===== config.mk =====
export PLATFORM = sky130hd
export DESIGN_NAME = sigma_delta_adc_control_regs
export DESIGN_NICKNAME = d
export VERILOG_FILES = /design/src/common/sigma_delta_pkg.sv /design/src/rtl/sync_tracker.sv /design/src/rtl/converter_run_control.sv /design/src/rtl/sigma_delta_adc_control_regs.sv
export VERILOG_INCLUDE_DIRS = /design/src /design/src/common
export SDC_FILE = /design/constraint.sdc
export NUM_CORES = 1
export LEC_CHECK = 0
export BUFFER_PORTS_ARGS = -buffer_cell sky130_fd_sc_hd__buf_2
export CORE_MARGIN = 2
export CORE_UTILIZATION = 46
export DETAILED_ROUTE_END_ITERATION = 16
export PLACE_DENSITY = 0.65
export SLEW_MARGIN = 30
export SYNTH_ARGS = -nofsm -noshare
export SYNTH_HDL_FRONTEND = slang
export SYNTH_HIERARCHICAL = 1
export SYNTH_SLANG_ARGS = --single-unit

===== constraint.sdc =====
create_clock -name ref_clk -period 8.4 [get_ports ref_clk]
set_clock_uncertainty 0.2 [all_clocks]
set_input_delay 0.84 -clock ref_clk [delete_from_list [all_inputs] [get_ports ref_clk]]
set_output_delay 0.84 -clock ref_clk [all_outputs]
set_load 0.01 [all_outputs]

===== src/common/sigma_delta_params.svh =====
// Offsets, field positions, reset values and timing counts for the converter front end.
// Assumes a single 25 MHz clock; register indices are word indices (byte address = 4 x index).
`ifndef SIGMA_DELTA_PARAMS_SVH
`define SIGMA_DELTA_PARAMS_SVH

// Register indices
`define IDX_CONTROL_A        6'h00
`define IDX_REFERENCE_CTRL   6'h01
`define IDX_CONTROL_B        6'h02
`define IDX_EVENT_CONTROL    6'h04
`define IDX_IRQ_ENABLE_CLR   6'h05
`define IDX_IRQ_ENABLE_SET   6'h06
`define IDX_IRQ_FLAGS        6'h07
`define IDX_SEQ_STATUS       6'h08
`define IDX_INPUT_SELECT     6'h09
`define IDX_CONTROL_C        6'h0a
`define IDX_WINDOW_CONTROL   6'h0b
`define IDX_WINDOW_LOWER     6'h0c
`define IDX_WINDOW_UPPER     6'h10
`define IDX_OFFSET_CORR      6'h14
`define IDX_GAIN_CORR        6'h18
`define IDX_SHIFT_CORR       6'h1a
`define IDX_SOFTWARE_TRIGGER 6'h1c
`define IDX_SYNC_BUSY        6'h20
`define IDX_RESULT           6'h24
`define IDX_SEQ_CONTROL      6'h28
`define IDX_ANALOG_CONTROL   6'h2c

// Control A fields
`define CA_ON_REQUEST  7
`define CA_RUN_STANDBY 6
`define CA_ENABLE      1
`define CA_SOFT_RESET  0
`define CONTROL_A_RESET 8'h00

// Reference control fields
`define RC_BUFFER_ON   7
`define RC_SELECT_HI   1
`define RC_SELECT_LO   0

// Event control and software trigger fields
`define EV_START_INV   3
`define EV_FLUSH_INV   2
`define EV_START_EN    1
`define EV_FLUSH_EN    0
`define TRIG_START     1
`define TRIG_FLUSH     0

// Sync busy fields
`define SB_SOFT_RESET  0
`define SB_ENABLE      1

// Writable masks and reset values
`define MASK_CONTROL_A   32'h0000_00c3
`define MASK_REFERENCE   32'h0000_0083
`define MASK_CONTROL_B   32'h0000_f7ff
`define MASK_EVENT_CTRL  32'h0000_003f
`define MASK_IRQ_ENABLE  8'h07
`define MASK_INPUT_SEL   32'h0000_000f
`define MASK_BIT0        32'h0000_0001
`define MASK_WIN_MODE    32'h0000_0007
`define MASK_24BIT       32'h00ff_ffff
`define MASK_GAIN        32'h0000_3fff
`define MASK_SHIFT       32'h0000_000f
`define MASK_SEQ_CTRL    32'h0000_0007
`define MASK_ANALOG      32'h0000_00df
`define RESET_CONTROL_B  32'h0000_2000

// Bus responses
`define RESP_OKAY      2'b00
`define RESP_SLVERR    2'b10

// Timing
`define CLK_PERIOD_NS    40
`define SYNC_CYCLES      4'd4
`define STARTUP_TIME_NS  2000
`define STARTUP_CYCLES   ((`STARTUP_TIME_NS + `CLK_PERIOD_NS - 1) / `CLK_PERIOD_NS)

`endif


===== src/common/sigma_delta_pkg.sv =====
// Types shared by the converter front end.
// Assumes the constants of sigma_delta_params.svh.
package sigma_delta_pkg;

    typedef logic [5:0] reg_index_t;

    typedef enum logic [1:0] {
        RUN_OFF  = 2'b00,
        RUN_WAKE = 2'b01,
        RUN_ON   = 2'b10
    } run_state_t;

endpackage : sigma_delta_pkg


===== src/rtl/sync_tracker.sv =====
// Tracks one write-synchronised operation crossing to the converter clock.
// Assumes the caller never starts a new operation while busy is high.
`timescale 1ns/10ps
`include "sigma_delta_params.svh"

module sync_tracker (
    input  wire logic ref_clk,
    input  wire logic rst_n,
    input  wire logic start,
    output logic      busy_ff,
    output logic      done_ff
);

    logic [3:0] cnt_ff;
    wire        last = busy_ff && (cnt_ff == `SYNC_CYCLES - 4'd1);

    always_ff @(posedge ref_clk) begin
        if (!rst_n) begin
            busy_ff <= 1'b0;
            done_ff <= 1'b0;
            cnt_ff  <= 4'h0;
        end else begin
            done_ff <= last;
            if (start && !busy_ff) begin
                busy_ff <= 1'b1;
                cnt_ff  <= 4'h0;
            end else if (last) begin
                busy_ff <= 1'b0;
            end else if (busy_ff) begin
                cnt_ff <= cnt_ff + 4'h1;
            end
        end
    end

endmodule : sync_tracker


===== src/rtl/converter_run_control.sv =====
// Decides when the analog section is powered and when the converter runs.
// Assumes conv_done is a one-cycle pulse from the conversion engine.
`timescale 1ns/10ps
`include "sigma_delta_params.svh"

module converter_run_control (
    input  wire logic ref_clk,
    input  wire logic rst_n,
    input  wire logic enabled,
    input  wire logic on_request_mode,
    input  wire logic keep_running_in_standby,
    input  wire logic standby_sleep,
    input  wire logic conv_request,
    input  wire logic conv_done,
    output logic      analog_on_ff,
    output logic      running_ff
);

    localparam logic [7:0] STARTUP_LAST = 8'(`STARTUP_CYCLES - 1);

    sigma_delta_pkg::run_state_t state_ff;
    sigma_delta_pkg::run_state_t nxt_state;
    logic [7:0]                  cnt_ff;

    // Standby halts the converter unless running in standby is allowed
    wire allowed = enabled && (!standby_sleep || keep_running_in_standby);
    // On-request mode wakes only when asked; otherwise runs continuously
    wire want    = allowed && (!on_request_mode || conv_request);
    wire wake_up = (cnt_ff == STARTUP_LAST);

    always_comb begin
        nxt_state = state_ff;
        case (state_ff)
            sigma_delta_pkg::RUN_OFF: begin
                if (want)
                    nxt_state = sigma_delta_pkg::RUN_WAKE;
            end
            sigma_delta_pkg::RUN_WAKE: begin
                if (!allowed)
                    nxt_state = sigma_delta_pkg::RUN_OFF;
                else if (wake_up)
                    nxt_state = sigma_delta_pkg::RUN_ON;
            end
            sigma_delta_pkg::RUN_ON: begin
                if (!allowed)
                    nxt_state = sigma_delta_pkg::RUN_OFF;
                else if (on_request_mode && conv_done && !conv_request)
                    nxt_state = sigma_delta_pkg::RUN_OFF;
            end
            default: nxt_state = sigma_delta_pkg::RUN_OFF;
        endcase
    end

    always_ff @(posedge ref_clk) begin
        if (!rst_n) begin
            state_ff     <= sigma_delta_pkg::RUN_OFF;
            cnt_ff       <= 8'h00;
            analog_on_ff <= 1'b0;
            running_ff   <= 1'b0;
        end else begin
            state_ff     <= nxt_state;
            cnt_ff       <= (nxt_state == sigma_delta_pkg::RUN_WAKE && state_ff == sigma_delta_pkg::RUN_WAKE)
                            ? cnt_ff + 8'h01 : 8'h00;
            analog_on_ff <= (nxt_state != sigma_delta_pkg::RUN_OFF);
            running_ff   <= (nxt_state == sigma_delta_pkg::RUN_ON);
        end
    end

endmodule : converter_run_control


===== src/rtl/sigma_delta_adc_control_regs.sv =====
// Register front end of the sigma-delta converter: AXI4-Lite slave, control A,
// reference control, the remaining register map, sync tracking and triggers.
// Assumes one 25 MHz clock; event and request inputs are synchronous to it.
//
// Local design decision: the AXI4-Lite register port.
`timescale 1ns/10ps
`include "sigma_delta_params.svh"

////////////////////////////////////////////////////////////////////////////////
module sigma_delta_adc_control_regs (
    input  wire logic        ref_clk,
    input  wire logic        rst_n,
    // AXI4-Lite slave
    input  wire logic [7:0]  awaddr,
    input  wire logic        awvalid,
    output logic             awready,
    input  wire logic [31:0] wdata,
    input  wire logic [3:0]  wstrb,
    input  wire logic        wvalid,
    output logic             wready,
    output logic [1:0]       bresp,
    output logic             bvalid,
    input  wire logic        bready,
    input  wire logic [7:0]  araddr,
    input  wire logic        arvalid,
    output logic             arready,
    output logic [31:0]      rdata,
    output logic [1:0]       rresp,
    output logic             rvalid,
    input  wire logic        rready,
    // System and converter side
    input  wire logic        standby_sleep,
    input  wire logic        conv_request,
    input  wire logic        conv_done,
    input  wire logic [31:0] conversion_result,
    input  wire logic        start_event,
    input  wire logic        flush_event,
    output logic             analog_powered,
    output logic             converter_running,
    output logic             conversion_start,
    output logic             conversion_flush,
    output logic             reference_buffer_on,
    output logic [1:0]       reference_select
);

    ////////////////////////////////////////////////////////////////////////////
    // Writable bits of each plain storage word; zero means reserved or special
    function automatic logic [31:0] wr_mask(input sigma_delta_pkg::reg_index_t idx);
        if (idx == `IDX_REFERENCE_CTRL)       wr_mask = `MASK_REFERENCE;
        else if (idx == `IDX_CONTROL_B)       wr_mask = `MASK_CONTROL_B;
        else if (idx == `IDX_EVENT_CONTROL)   wr_mask = `MASK_EVENT_CTRL;
        else if (idx == `IDX_INPUT_SELECT)    wr_mask = `MASK_INPUT_SEL;
        else if (idx == `IDX_CONTROL_C)       wr_mask = `MASK_BIT0;
        else if (idx == `IDX_WINDOW_CONTROL)  wr_mask = `MASK_WIN_MODE;
        else if (idx == `IDX_WINDOW_LOWER)    wr_mask = `MASK_24BIT;
        else if (idx == `IDX_WINDOW_UPPER)    wr_mask = `MASK_24BIT;
        else if (idx == `IDX_OFFSET_CORR)     wr_mask = `MASK_24BIT;
        else if (idx == `IDX_GAIN_CORR)       wr_mask = `MASK_GAIN;
        else if (idx == `IDX_SHIFT_CORR)      wr_mask = `MASK_SHIFT;
        else if (idx == `IDX_SEQ_CONTROL)     wr_mask = `MASK_SEQ_CTRL;
        else if (idx == `IDX_ANALOG_CONTROL)  wr_mask = `MASK_ANALOG;
        else                                  wr_mask = 32'h0000_0000;
    endfunction : wr_mask

    function automatic logic [31:0] reset_value(input sigma_delta_pkg::reg_index_t idx);
        if (idx == `IDX_CONTROL_B) reset_value = `RESET_CONTROL_B;
        else                       reset_value = 32'h0000_0000;
    endfunction : reset_value

    ////////////////////////////////////////////////////////////////////////////
    // Storage
    logic [7:0]  ctrl_a_ff;
    logic [31:0] word_ff [0:63];
    logic [2:0]  irq_enable_ff;
    logic        enabled_synced_ff;
    logic        start_prev_ff;
    logic        flush_prev_ff;
    logic        sw_busy;
    logic        sw_done;
    logic        en_busy;
    logic        en_done;

    // Bus channel state
    logic        aw_held_ff;
    logic        w_held_ff;
    logic [7:0]  awaddr_ff;
    logic [31:0] wdata_ff;
    logic [3:0]  wstrb_ff;

    ////////////////////////////////////////////////////////////////////////////
    // Write channel acceptance; address and data may arrive in either order
    wire aw_take      = awvalid && awready;
    wire w_take       = wvalid && wready;
    wire do_write     = aw_held_ff && w_held_ff && !bvalid;
    wire nxt_aw_held  = (aw_held_ff || aw_take) && !do_write;
    wire nxt_w_held   = (w_held_ff || w_take) && !do_write;
    wire nxt_bvalid   = do_write || (bvalid && !bready);

    wire sigma_delta_pkg::reg_index_t wr_idx = awaddr_ff[7:2];
    wire [31:0] strb_mask = {{8{wstrb_ff[3]}}, {8{wstrb_ff[2]}}, {8{wstrb_ff[1]}}, {8{wstrb_ff[0]}}};
    wire        lane0     = wstrb_ff[0];

    // Control A write decode
    wire hit_ctrl_a   = do_write && (wr_idx == `IDX_CONTROL_A) && lane0;
    wire wr_soft_rst  = wdata_ff[`CA_SOFT_RESET];
    wire en_change    = wdata_ff[`CA_ENABLE] != ctrl_a_ff[`CA_ENABLE];
    wire ctrl_a_clash = wr_soft_rst ? sw_busy : (en_change && en_busy);
    wire start_sw     = hit_ctrl_a && wr_soft_rst && !sw_busy;
    wire ctrl_a_plain = hit_ctrl_a && !wr_soft_rst && !ctrl_a_clash && !sw_busy;
    wire start_en     = ctrl_a_plain && en_change;

    // Reference control is locked while the enable bit reads one
    wire ref_locked   = do_write && (wr_idx == `IDX_REFERENCE_CTRL) && lane0
                        && ctrl_a_ff[`CA_ENABLE];
    wire wr_reject    = (hit_ctrl_a && ctrl_a_clash) || ref_locked;
    wire plain_we     = do_write && !wr_reject && !sw_busy;

    wire irq_clr_we   = plain_we && (wr_idx == `IDX_IRQ_ENABLE_CLR) && lane0;
    wire irq_set_we   = plain_we && (wr_idx == `IDX_IRQ_ENABLE_SET) && lane0;
    wire trig_we      = plain_we && (wr_idx == `IDX_SOFTWARE_TRIGGER) && lane0;

    ////////////////////////////////////////////////////////////////////////////
    // Read decode
    wire ar_take      = arvalid && arready;
    wire nxt_rvalid   = ar_take || (rvalid && !rready);
    wire sigma_delta_pkg::reg_index_t rd_idx = araddr[7:2];
    wire [31:0] rd_value =
        (rd_idx == `IDX_CONTROL_A)      ? {24'h00_0000, ctrl_a_ff} :
        (rd_idx == `IDX_IRQ_ENABLE_CLR) ? {29'h0000_0000, irq_enable_ff} :
        (rd_idx == `IDX_IRQ_ENABLE_SET) ? {29'h0000_0000, irq_enable_ff} :
        (rd_idx == `IDX_SYNC_BUSY)      ? {30'h0000_0000, en_busy, sw_busy} :
        (rd_idx == `IDX_RESULT)         ? conversion_result :
                                          word_ff[rd_idx];

    ////////////////////////////////////////////////////////////////////////////
    // Event inputs: optional inversion, rising edge, per-input enable
    wire [31:0] ev_ctrl    = word_ff[`IDX_EVENT_CONTROL];
    wire        start_lvl  = start_event ^ ev_ctrl[`EV_START_INV];
    wire        flush_lvl  = flush_event ^ ev_ctrl[`EV_FLUSH_INV];
    wire        start_edge = start_lvl && !start_prev_ff && ev_ctrl[`EV_START_EN];
    wire        flush_edge = flush_lvl && !flush_prev_ff && ev_ctrl[`EV_FLUSH_EN];
    wire        any_flush  = flush_edge || (trig_we && wdata_ff[`TRIG_FLUSH]);
    // Flush outranks a simultaneous start
    wire        any_start  = !any_flush && (start_edge || (trig_we && wdata_ff[`TRIG_START]));

    ////////////////////////////////////////////////////////////////////////////
    // Bus channel registers
    always_ff @(posedge ref_clk) begin
        if (!rst_n) begin
            aw_held_ff <= 1'b0;
            w_held_ff  <= 1'b0;
            awaddr_ff  <= 8'h00;
            wdata_ff   <= 32'h0000_0000;
            wstrb_ff   <= 4'h0;
            awready    <= 1'b0;
            wready     <= 1'b0;
            bvalid     <= 1'b0;
            bresp      <= `RESP_OKAY;
        end else begin
            aw_held_ff <= nxt_aw_held;
            w_held_ff  <= nxt_w_held;
            awready    <= !nxt_aw_held;
            wready     <= !nxt_w_held;
            bvalid     <= nxt_bvalid;
            if (aw_take)
                awaddr_ff <= awaddr;
            if (w_take) begin
                wdata_ff <= wdata;
                wstrb_ff <= wstrb;
            end
            if (do_write)
                bresp <= wr_reject ? `RESP_SLVERR : `RESP_OKAY;
        end
    end

    always_ff @(posedge ref_clk) begin
        if (!rst_n) begin
            arready <= 1'b0;
            rvalid  <= 1'b0;
            rdata   <= 32'h0000_0000;
            rresp   <= `RESP_OKAY;
        end else begin
            arready <= !nxt_rvalid;
            rvalid  <= nxt_rvalid;
            rresp   <= `RESP_OKAY;
            if (ar_take)
                rdata <= rd_value;
        end
    end

    ////////////////////////////////////////////////////////////////////////////
    // Control A; on-request and run-in-standby act without a handshake
    always_ff @(posedge ref_clk) begin
        if (!rst_n || sw_done) begin
            ctrl_a_ff <= `CONTROL_A_RESET;
        end else if (start_sw) begin
            ctrl_a_ff[`CA_SOFT_RESET] <= 1'b1;
        end else if (ctrl_a_plain) begin
            ctrl_a_ff[`CA_ON_REQUEST]  <= wdata_ff[`CA_ON_REQUEST];
            ctrl_a_ff[`CA_RUN_STANDBY] <= wdata_ff[`CA_RUN_STANDBY];
            ctrl_a_ff[`CA_ENABLE]      <= wdata_ff[`CA_ENABLE];
        end
    end

    // Converter only sees the enable once synchronisation completes
    always_ff @(posedge ref_clk) begin
        if (!rst_n || sw_done)
            enabled_synced_ff <= 1'b0;
        else if (en_done)
            enabled_synced_ff <= ctrl_a_ff[`CA_ENABLE];
    end

    // Set and clear share one enable mask; a write of one sets or clears
    always_ff @(posedge ref_clk) begin
        if (!rst_n || sw_done)
            irq_enable_ff <= 3'h0;
        else if (irq_set_we)
            irq_enable_ff <= irq_enable_ff | (wdata_ff[2:0] & 3'(`MASK_IRQ_ENABLE));
        else if (irq_clr_we)
            irq_enable_ff <= irq_enable_ff & ~(wdata_ff[2:0] & 3'(`MASK_IRQ_ENABLE));
    end

    ////////////////////////////////////////////////////////////////////////////
    // Plain storage words; reserved bits never take a one
    genvar gi;
    generate
        for (gi = 0; gi < 64; gi = gi + 1) begin : g_word
            wire [31:0] bit_we = wr_mask(6'(gi)) & strb_mask;
            wire        hit    = plain_we && (wr_idx == 6'(gi));
            always_ff @(posedge ref_clk) begin
                if (!rst_n || sw_done)
                    word_ff[gi] <= reset_value(6'(gi));
                else if (hit)
                    word_ff[gi] <= (word_ff[gi] & ~bit_we) | (wdata_ff & bit_we);
            end
        end
    endgenerate

    ////////////////////////////////////////////////////////////////////////////
    // Triggers and reference outputs
    always_ff @(posedge ref_clk) begin
        if (!rst_n) begin
            start_prev_ff       <= 1'b0;
            flush_prev_ff       <= 1'b0;
            conversion_start    <= 1'b0;
            conversion_flush    <= 1'b0;
            reference_buffer_on <= 1'b0;
            reference_select    <= 2'b00;
        end else begin
            start_prev_ff       <= start_lvl;
            flush_prev_ff       <= flush_lvl;
            conversion_start    <= any_start;
            conversion_flush    <= any_flush;
            reference_buffer_on <= word_ff[`IDX_REFERENCE_CTRL][`RC_BUFFER_ON];
            reference_select    <= word_ff[`IDX_REFERENCE_CTRL][`RC_SELECT_HI:`RC_SELECT_LO];
        end
    end

    ////////////////////////////////////////////////////////////////////////////
    // Sync trackers stand outside the soft reset so their flags survive it
    sync_tracker u_soft_reset_sync (
        .ref_clk (ref_clk),
        .rst_n   (rst_n),
        .start   (start_sw),
        .busy_ff (sw_busy),
        .done_ff (sw_done)
    );

    sync_tracker u_enable_sync (
        .ref_clk (ref_clk),
        .rst_n   (rst_n),
        .start   (start_en),
        .busy_ff (en_busy),
        .done_ff (en_done)
    );

    // A start trigger counts as a request so on-request mode wakes on it
    converter_run_control u_run_control (
        .ref_clk                 (ref_clk),
        .rst_n                   (rst_n && !sw_done),
        .enabled                 (enabled_synced_ff),
        .on_request_mode         (ctrl_a_ff[`CA_ON_REQUEST]),
        .keep_running_in_standby (ctrl_a_ff[`CA_RUN_STANDBY]),
        .standby_sleep           (standby_sleep),
        .conv_request            (conv_request || any_start),
        .conv_done               (conv_done),
        .analog_on_ff            (analog_powered),
        .running_ff              (converter_running)
    );

endmodule : sigma_delta_adc_control_regs


# Yosys cells after proc, flatten, opt, wreduce, memory -nomap -nowiden
# Memory sizes are Yosys's and may differ from the RTL's. A register that Yosys moved wholly into a read port is not among the register bits.
# Cells that the tools add are included.
dict set report word_totals {
  ff_bits 120
  ramBits 2048
  wordCells 758
  n_memories 1
}
dict set report op_classes {
  add_sub_neg 3
  n_eq_ne 126
  n_mux 277
  bitwise_logic 117
  reduce_logical 204
}
# memory words width read_ports rd_clocked_by_memory_dff write_ports line_no
set memory_table {}
lappend memory_table {word_ff 64 32 15 1 64 sigma_delta_adc_control_regs.sv:73} ;# logic [31:0] word_ff [0:63];
# operator n
set ops {}
lappend ops {{two-way mux 32 bit} 69}
lappend ops {{bitwise AND 32 bit} 13}
lappend ops {{bitwise OR 32 bit} 13}
lappend ops {{== test 6 bit (second input constant)} 34}
lappend ops {{two-way mux 1 bit} 199}
lappend ops {{AND reduction 2 bit} 55}
lappend ops {{logical AND 1 bit} 108}
lappend ops {{== test 6 x 5 -> 1 bit (second input constant)} 16}
lappend ops {{bitwise AND 32 x 8 -> 32 bit} 2}
lappend ops {{NOT 8 -> 32 bit} 2}
lappend ops {{bitwise OR 1 bit} 64}
lappend ops {{inequality test 0 bit} 51}
lappend ops {{== test 6 x 4 -> 1 bit (second input constant)} 8}
lappend ops {{== test 6 x 3 -> 1 bit (second input constant)} 6}
lappend ops {{bitwise AND 32 x 1 -> 32 bit} 1}
lappend ops {{bitwise AND 32 x 14 -> 32 bit} 1}
lappend ops {{bitwise AND 32 x 16 -> 32 bit} 1}
lappend ops {{bitwise AND 32 x 24 -> 32 bit} 1}
lappend ops {{bitwise AND 32 x 3 -> 32 bit} 1}
lappend ops {{bitwise AND 32 x 4 -> 32 bit} 1}
lappend ops {{bitwise AND 32 x 6 -> 32 bit} 1}
lappend ops {{NOT 1 -> 32 bit} 1}
lappend ops {{NOT 14 -> 32 bit} 1}
lappend ops {{NOT 16 -> 32 bit} 1}
lappend ops {{27 further kinds} 77}

# Depth between registers and ports, before layout
dict set report depth {
  ltp_word 24
  mapped_depth 9
}

# By module
# The synthesis kept the hierarchy.
# module instances cells_per_inst area_per_inst_um2
set modules_own_cells {}
lappend modules_own_cells {sigma_delta_adc_control_regs 1 1103 10834.1}
lappend modules_own_cells {converter_run_control 1 57 576.8}
lappend modules_own_cells {sync_tracker 2 28 266.5}

# Worst setup path before layout
# No wires, ideal clock.
dict set report synth_path {
  path_kind {reg-to-reg}
  start {reg bvalid}
  end {mem word_ff[16][0], enable pin}
  setup_time_ns 0.438
  arrival_ns 3.090
  t_required_ns 7.762
  slack_ns 4.672
  path_stages_with_launch 7
  path_buffers 1
  period_less_slack_ns 3.728
  cell_sequence {dfxtp_1 nand3b_1 or2_2 a211oi_2 buf_2 nand2_1 o21ai_0}
}
# item line_no
set synth_rtl {}
lappend synth_rtl {{from (decl)} sigma_delta_adc_control_regs.sv:22} ;# output logic bvalid,
lappend synth_rtl {{from (signal assigned)} sigma_delta_adc_control_regs.sv:164} ;# bvalid <= nxt_bvalid;
lappend synth_rtl {{to (decl)} sigma_delta_adc_control_regs.sv:73}

==> results.json <==
{
  "dpl.hpwl_mm": 21.09,
  "worstMarginPinSlew_ns": 0.9416,
  "post_cts_buffers": 0,
  "synth-compound-area-share": 0.1906,
  "start_util": 0.4716,
  "powerDensity_mw_per_mm2": 202.0,
  "synthTopCellsByArea": "edfxtp_1 (33%), dfxtp_1 (19%), a21oi_1 (8.0%), nand2b_1 (7.7%), nand2_1 (4.2%)",
  "synth.largest_area_cell": "edfxtp_1",
  "worstSetupStartpointType": "register",
  "rsz0062_at_grt": "false",
  "n_fill_cell": 2278,
  "diodes": 0,
  "fp.dieW_microns": 165.1,
  "drt-initial-drc-count": 1101,
  "drt-total-wl_mm": 31.63,
  "clk_latency_ns": 0.53,
  "synthMuxAreaShare": 0.02902,
  "grt_max_degree": 83,
  "drt_first_pass_iters": 6,
  "track_usage": 0.2302,
  "hp-class": "register to register",
  "period_share": 0.4014,
  "synth-xor-area-share": 0.006600,
  "status": "completed",
  "clkTransAtPathRegs_ns": 0.06,
  "avgRoutedWirePerCell_microns": 19.13,
  "drv_slew": 0,
  "synth-async-reset-ratio": 0,
  "synth_top_area_frac": 0.3319,
  "io_pins": 144,
  "hold_buffers": 0,
  "dr_total_vias": 9566,
  "final_core_util": 0.5424,
  "die_h_microns": 165.1,
  "final_nets": 1401,
  "fin_area_sq_mm": 0.01374,
  "remaining_drc_errors": 0,
  "port-buffer-count": 127,
  "worst_slack_ns": 5.028,
  "cts_htree_levels": 1,
  "antenna_found_initial": 0,
  "synth-adder-area-share": 0.004190,
  "postSynthCellCount": 1216,
  "path_class": "register to register",
  "seq_area_frac_synth": 0.5196,
  "synth_area_sq_mm": 0.01194,
  "synth.distinct_cells": 83,
  "dp_slack_ns": 4.797,
  "finalCriticalPeriod_ns": 3.372,
  "clk_path_buf_depth": 3,
  "end_kind": "register",
  "gr-total-overflow": 0,
  "postRouteAntennaNets": 0,
  "cts_made_buffers": 28,
  "tritoncts": "built",
  "worst_ep_required_time_ns": 8.35,
  "synth_edf_count": 132,
  "max_cap_violations": 0,
  "die_area_sq_mm": 0.02727,
  "synthSimpleGateAreaFrac": 0.2118,
  "hold_viol": 0,
  "setup-tns-final_ns": 0,
  "synth_top_family_by_area": "simple AND/OR/NAND/NOR gates",
  "maxSlewHeadroom": 0.3699,
  "root_buffer": "clkbuf_16",
  "gp_congestion": 0.8458,
  "total_power_mw": 2.776,
  "synth-seq-cells": 244,
  "cts.sinks": 244,
  "grt_pass1_wl_mm": 49.22,
  "postCtsResizedCells": 0,
  "core-area_sq_mm": 0.02533,
  "peakVddDrop_v": 0.0001438,
  "synthFlopType": "edfxtp_1",
  "post_dp_cell_area_sq_mm": 0.01275,
  "areaGrowthSynthToFinish_pct": 15.02,
  "p_leak_nw": 5.015,
  "critPathMaxFanout": 24,
  "syn_avg_cell_area_sq_um": 9.822,
  "arrival_ns": 3.33,
  "fmax_mhz": 296.6,
  "layout-drive-gt1-share": 0.1799,
  "row_count": 58,
  "grt_pass1_vias": 8927,
  "viasPerCell": 5.787,
  "finalSetupViolations": 0,
  "synth_warnings": 6
}
power breakdown:
part           internal, mW  total (mW)  switching [mW]
sequential             1.29        1.32          0.0265
combinational        0.0751       0.200           0.125
clock                 0.760        1.26           0.497
total                  2.13        2.78           0.649
worst max-delay path, cell delays in order, from the launching register on:
cell	delay (ns)
dfxtp_1	0.58
nor4_1	0.16
and3_1	0.24
a211oi_2	0.63
nand2_1	0.33
o21ai_4	0.82
metrics by stage:
| stage | std cells | hold WS, ns |
|---|---|---|
| 2_1_floorplan | 1218 | 0.2364 |
| 3_3_place_gp | 1601 | 0.2345 |
| 3_5_place_dp | 1601 | 0.2407 |
| 4_1_cts | 1653 | 0.2551 |
| 5_1_grt | 1653 | 0.2721 |
| 6_report | 1653 | 0.2511 |
sequential cells by signal, indices dropped and copies added (netlist names), 2 cells and up, named ones only:
name and count:
awaddr_ff 6, reference_select 2, u_run_control/cnt_ff 8, wstrb_ff 3, u_soft_reset_sync/cnt_ff 4, ctrl_a_ff 4
u_run_control/state_ff 2, word_ff 132, u_enable_sync/cnt_ff 4, rdata 32, wdata_ff 24
cells in the final DEF (no fill, tap or decap), types with 18 or more instances in the layout:
master       n
edfxtp_1   132
dfxtp_1    111
o21ai_0     42
nand2_1    132
mux2i_1     29
nor3_1      18
nand3_1     19
a21oi_1    191
nand2b_1   147
clkbuf_16   32
a22oi_1     27
buf_2      127
nor2_1      39
nand3b_1    18
layer usage:
layer  vias to the layer above  part of all wire  GRT usage
li1                       4590                 -          -
met1                      4543              0.46     0.3477
met2                       397              0.43     0.3477
met3                        36             0.093    0.04096
met4                         0             0.013    0.04466
met5                         -                 0          0
Yosys cell counts (5+ instances only):
cell	number
nand2_1	133
nand3_1	19
inv_1	10
buf_2	29
xor2_1	6
a22oi_1	27
nor3_1	18
and2_1	16
nor2_1	39
a2bb2oi_1	6
and3_1	9
nor2b_1	8
nand2b_1	147
o21ai_0	46
nand4_1	5
a22o_1	16
a221oi_1	5
mux2i_1	29
dfxtp_1	112
a211oi_1	12
a21oi_1	191
or2_2	7
or3_1	6
nand3b_1	18
o31ai_1	6
clkbuf_1	48
o22ai_1	5
edfxtp_1	132
path summary, 6_finish.rpt:
path / start / to / slack (ns) / cells past startpoint
setup reg to reg: awaddr_ff[7] / word_ff[16][17] / 5.03 / 5
hold reg to reg: rdata[22] / rdata[22] / 0.25 / 2
hold / removal: rdata[22] / rdata[22] / 0.25 / 2
setup / recovery: awaddr_ff[7] / word_ff[16][17] / 5.03 / 5
layout make-up:
type | instances | area, sq um | share of cell area
multi-input combinational | 873 | 5351 | 0.3895
clock buffer | 37 | 869.6 | 0.06330
inverter | 14 | 52.55 | 0.003825
sequential | 244 | 6207 | 0.4518
timing repair buffer | 140 | 733.2 | 0.05337
tap | 330 | 412.9 | 0.03005
clock inverter | 15 | 111.4 | 0.008106
cells by family after synthesis:
group           Yosys count
compound gates          366
xor+xnor                  9
fa+ha+maj                 4
buf+inv                 101
flops                   244
mux                      33
other cells               1
simple gates            458
Note: power is estimated with default switching activity, not from simulation.
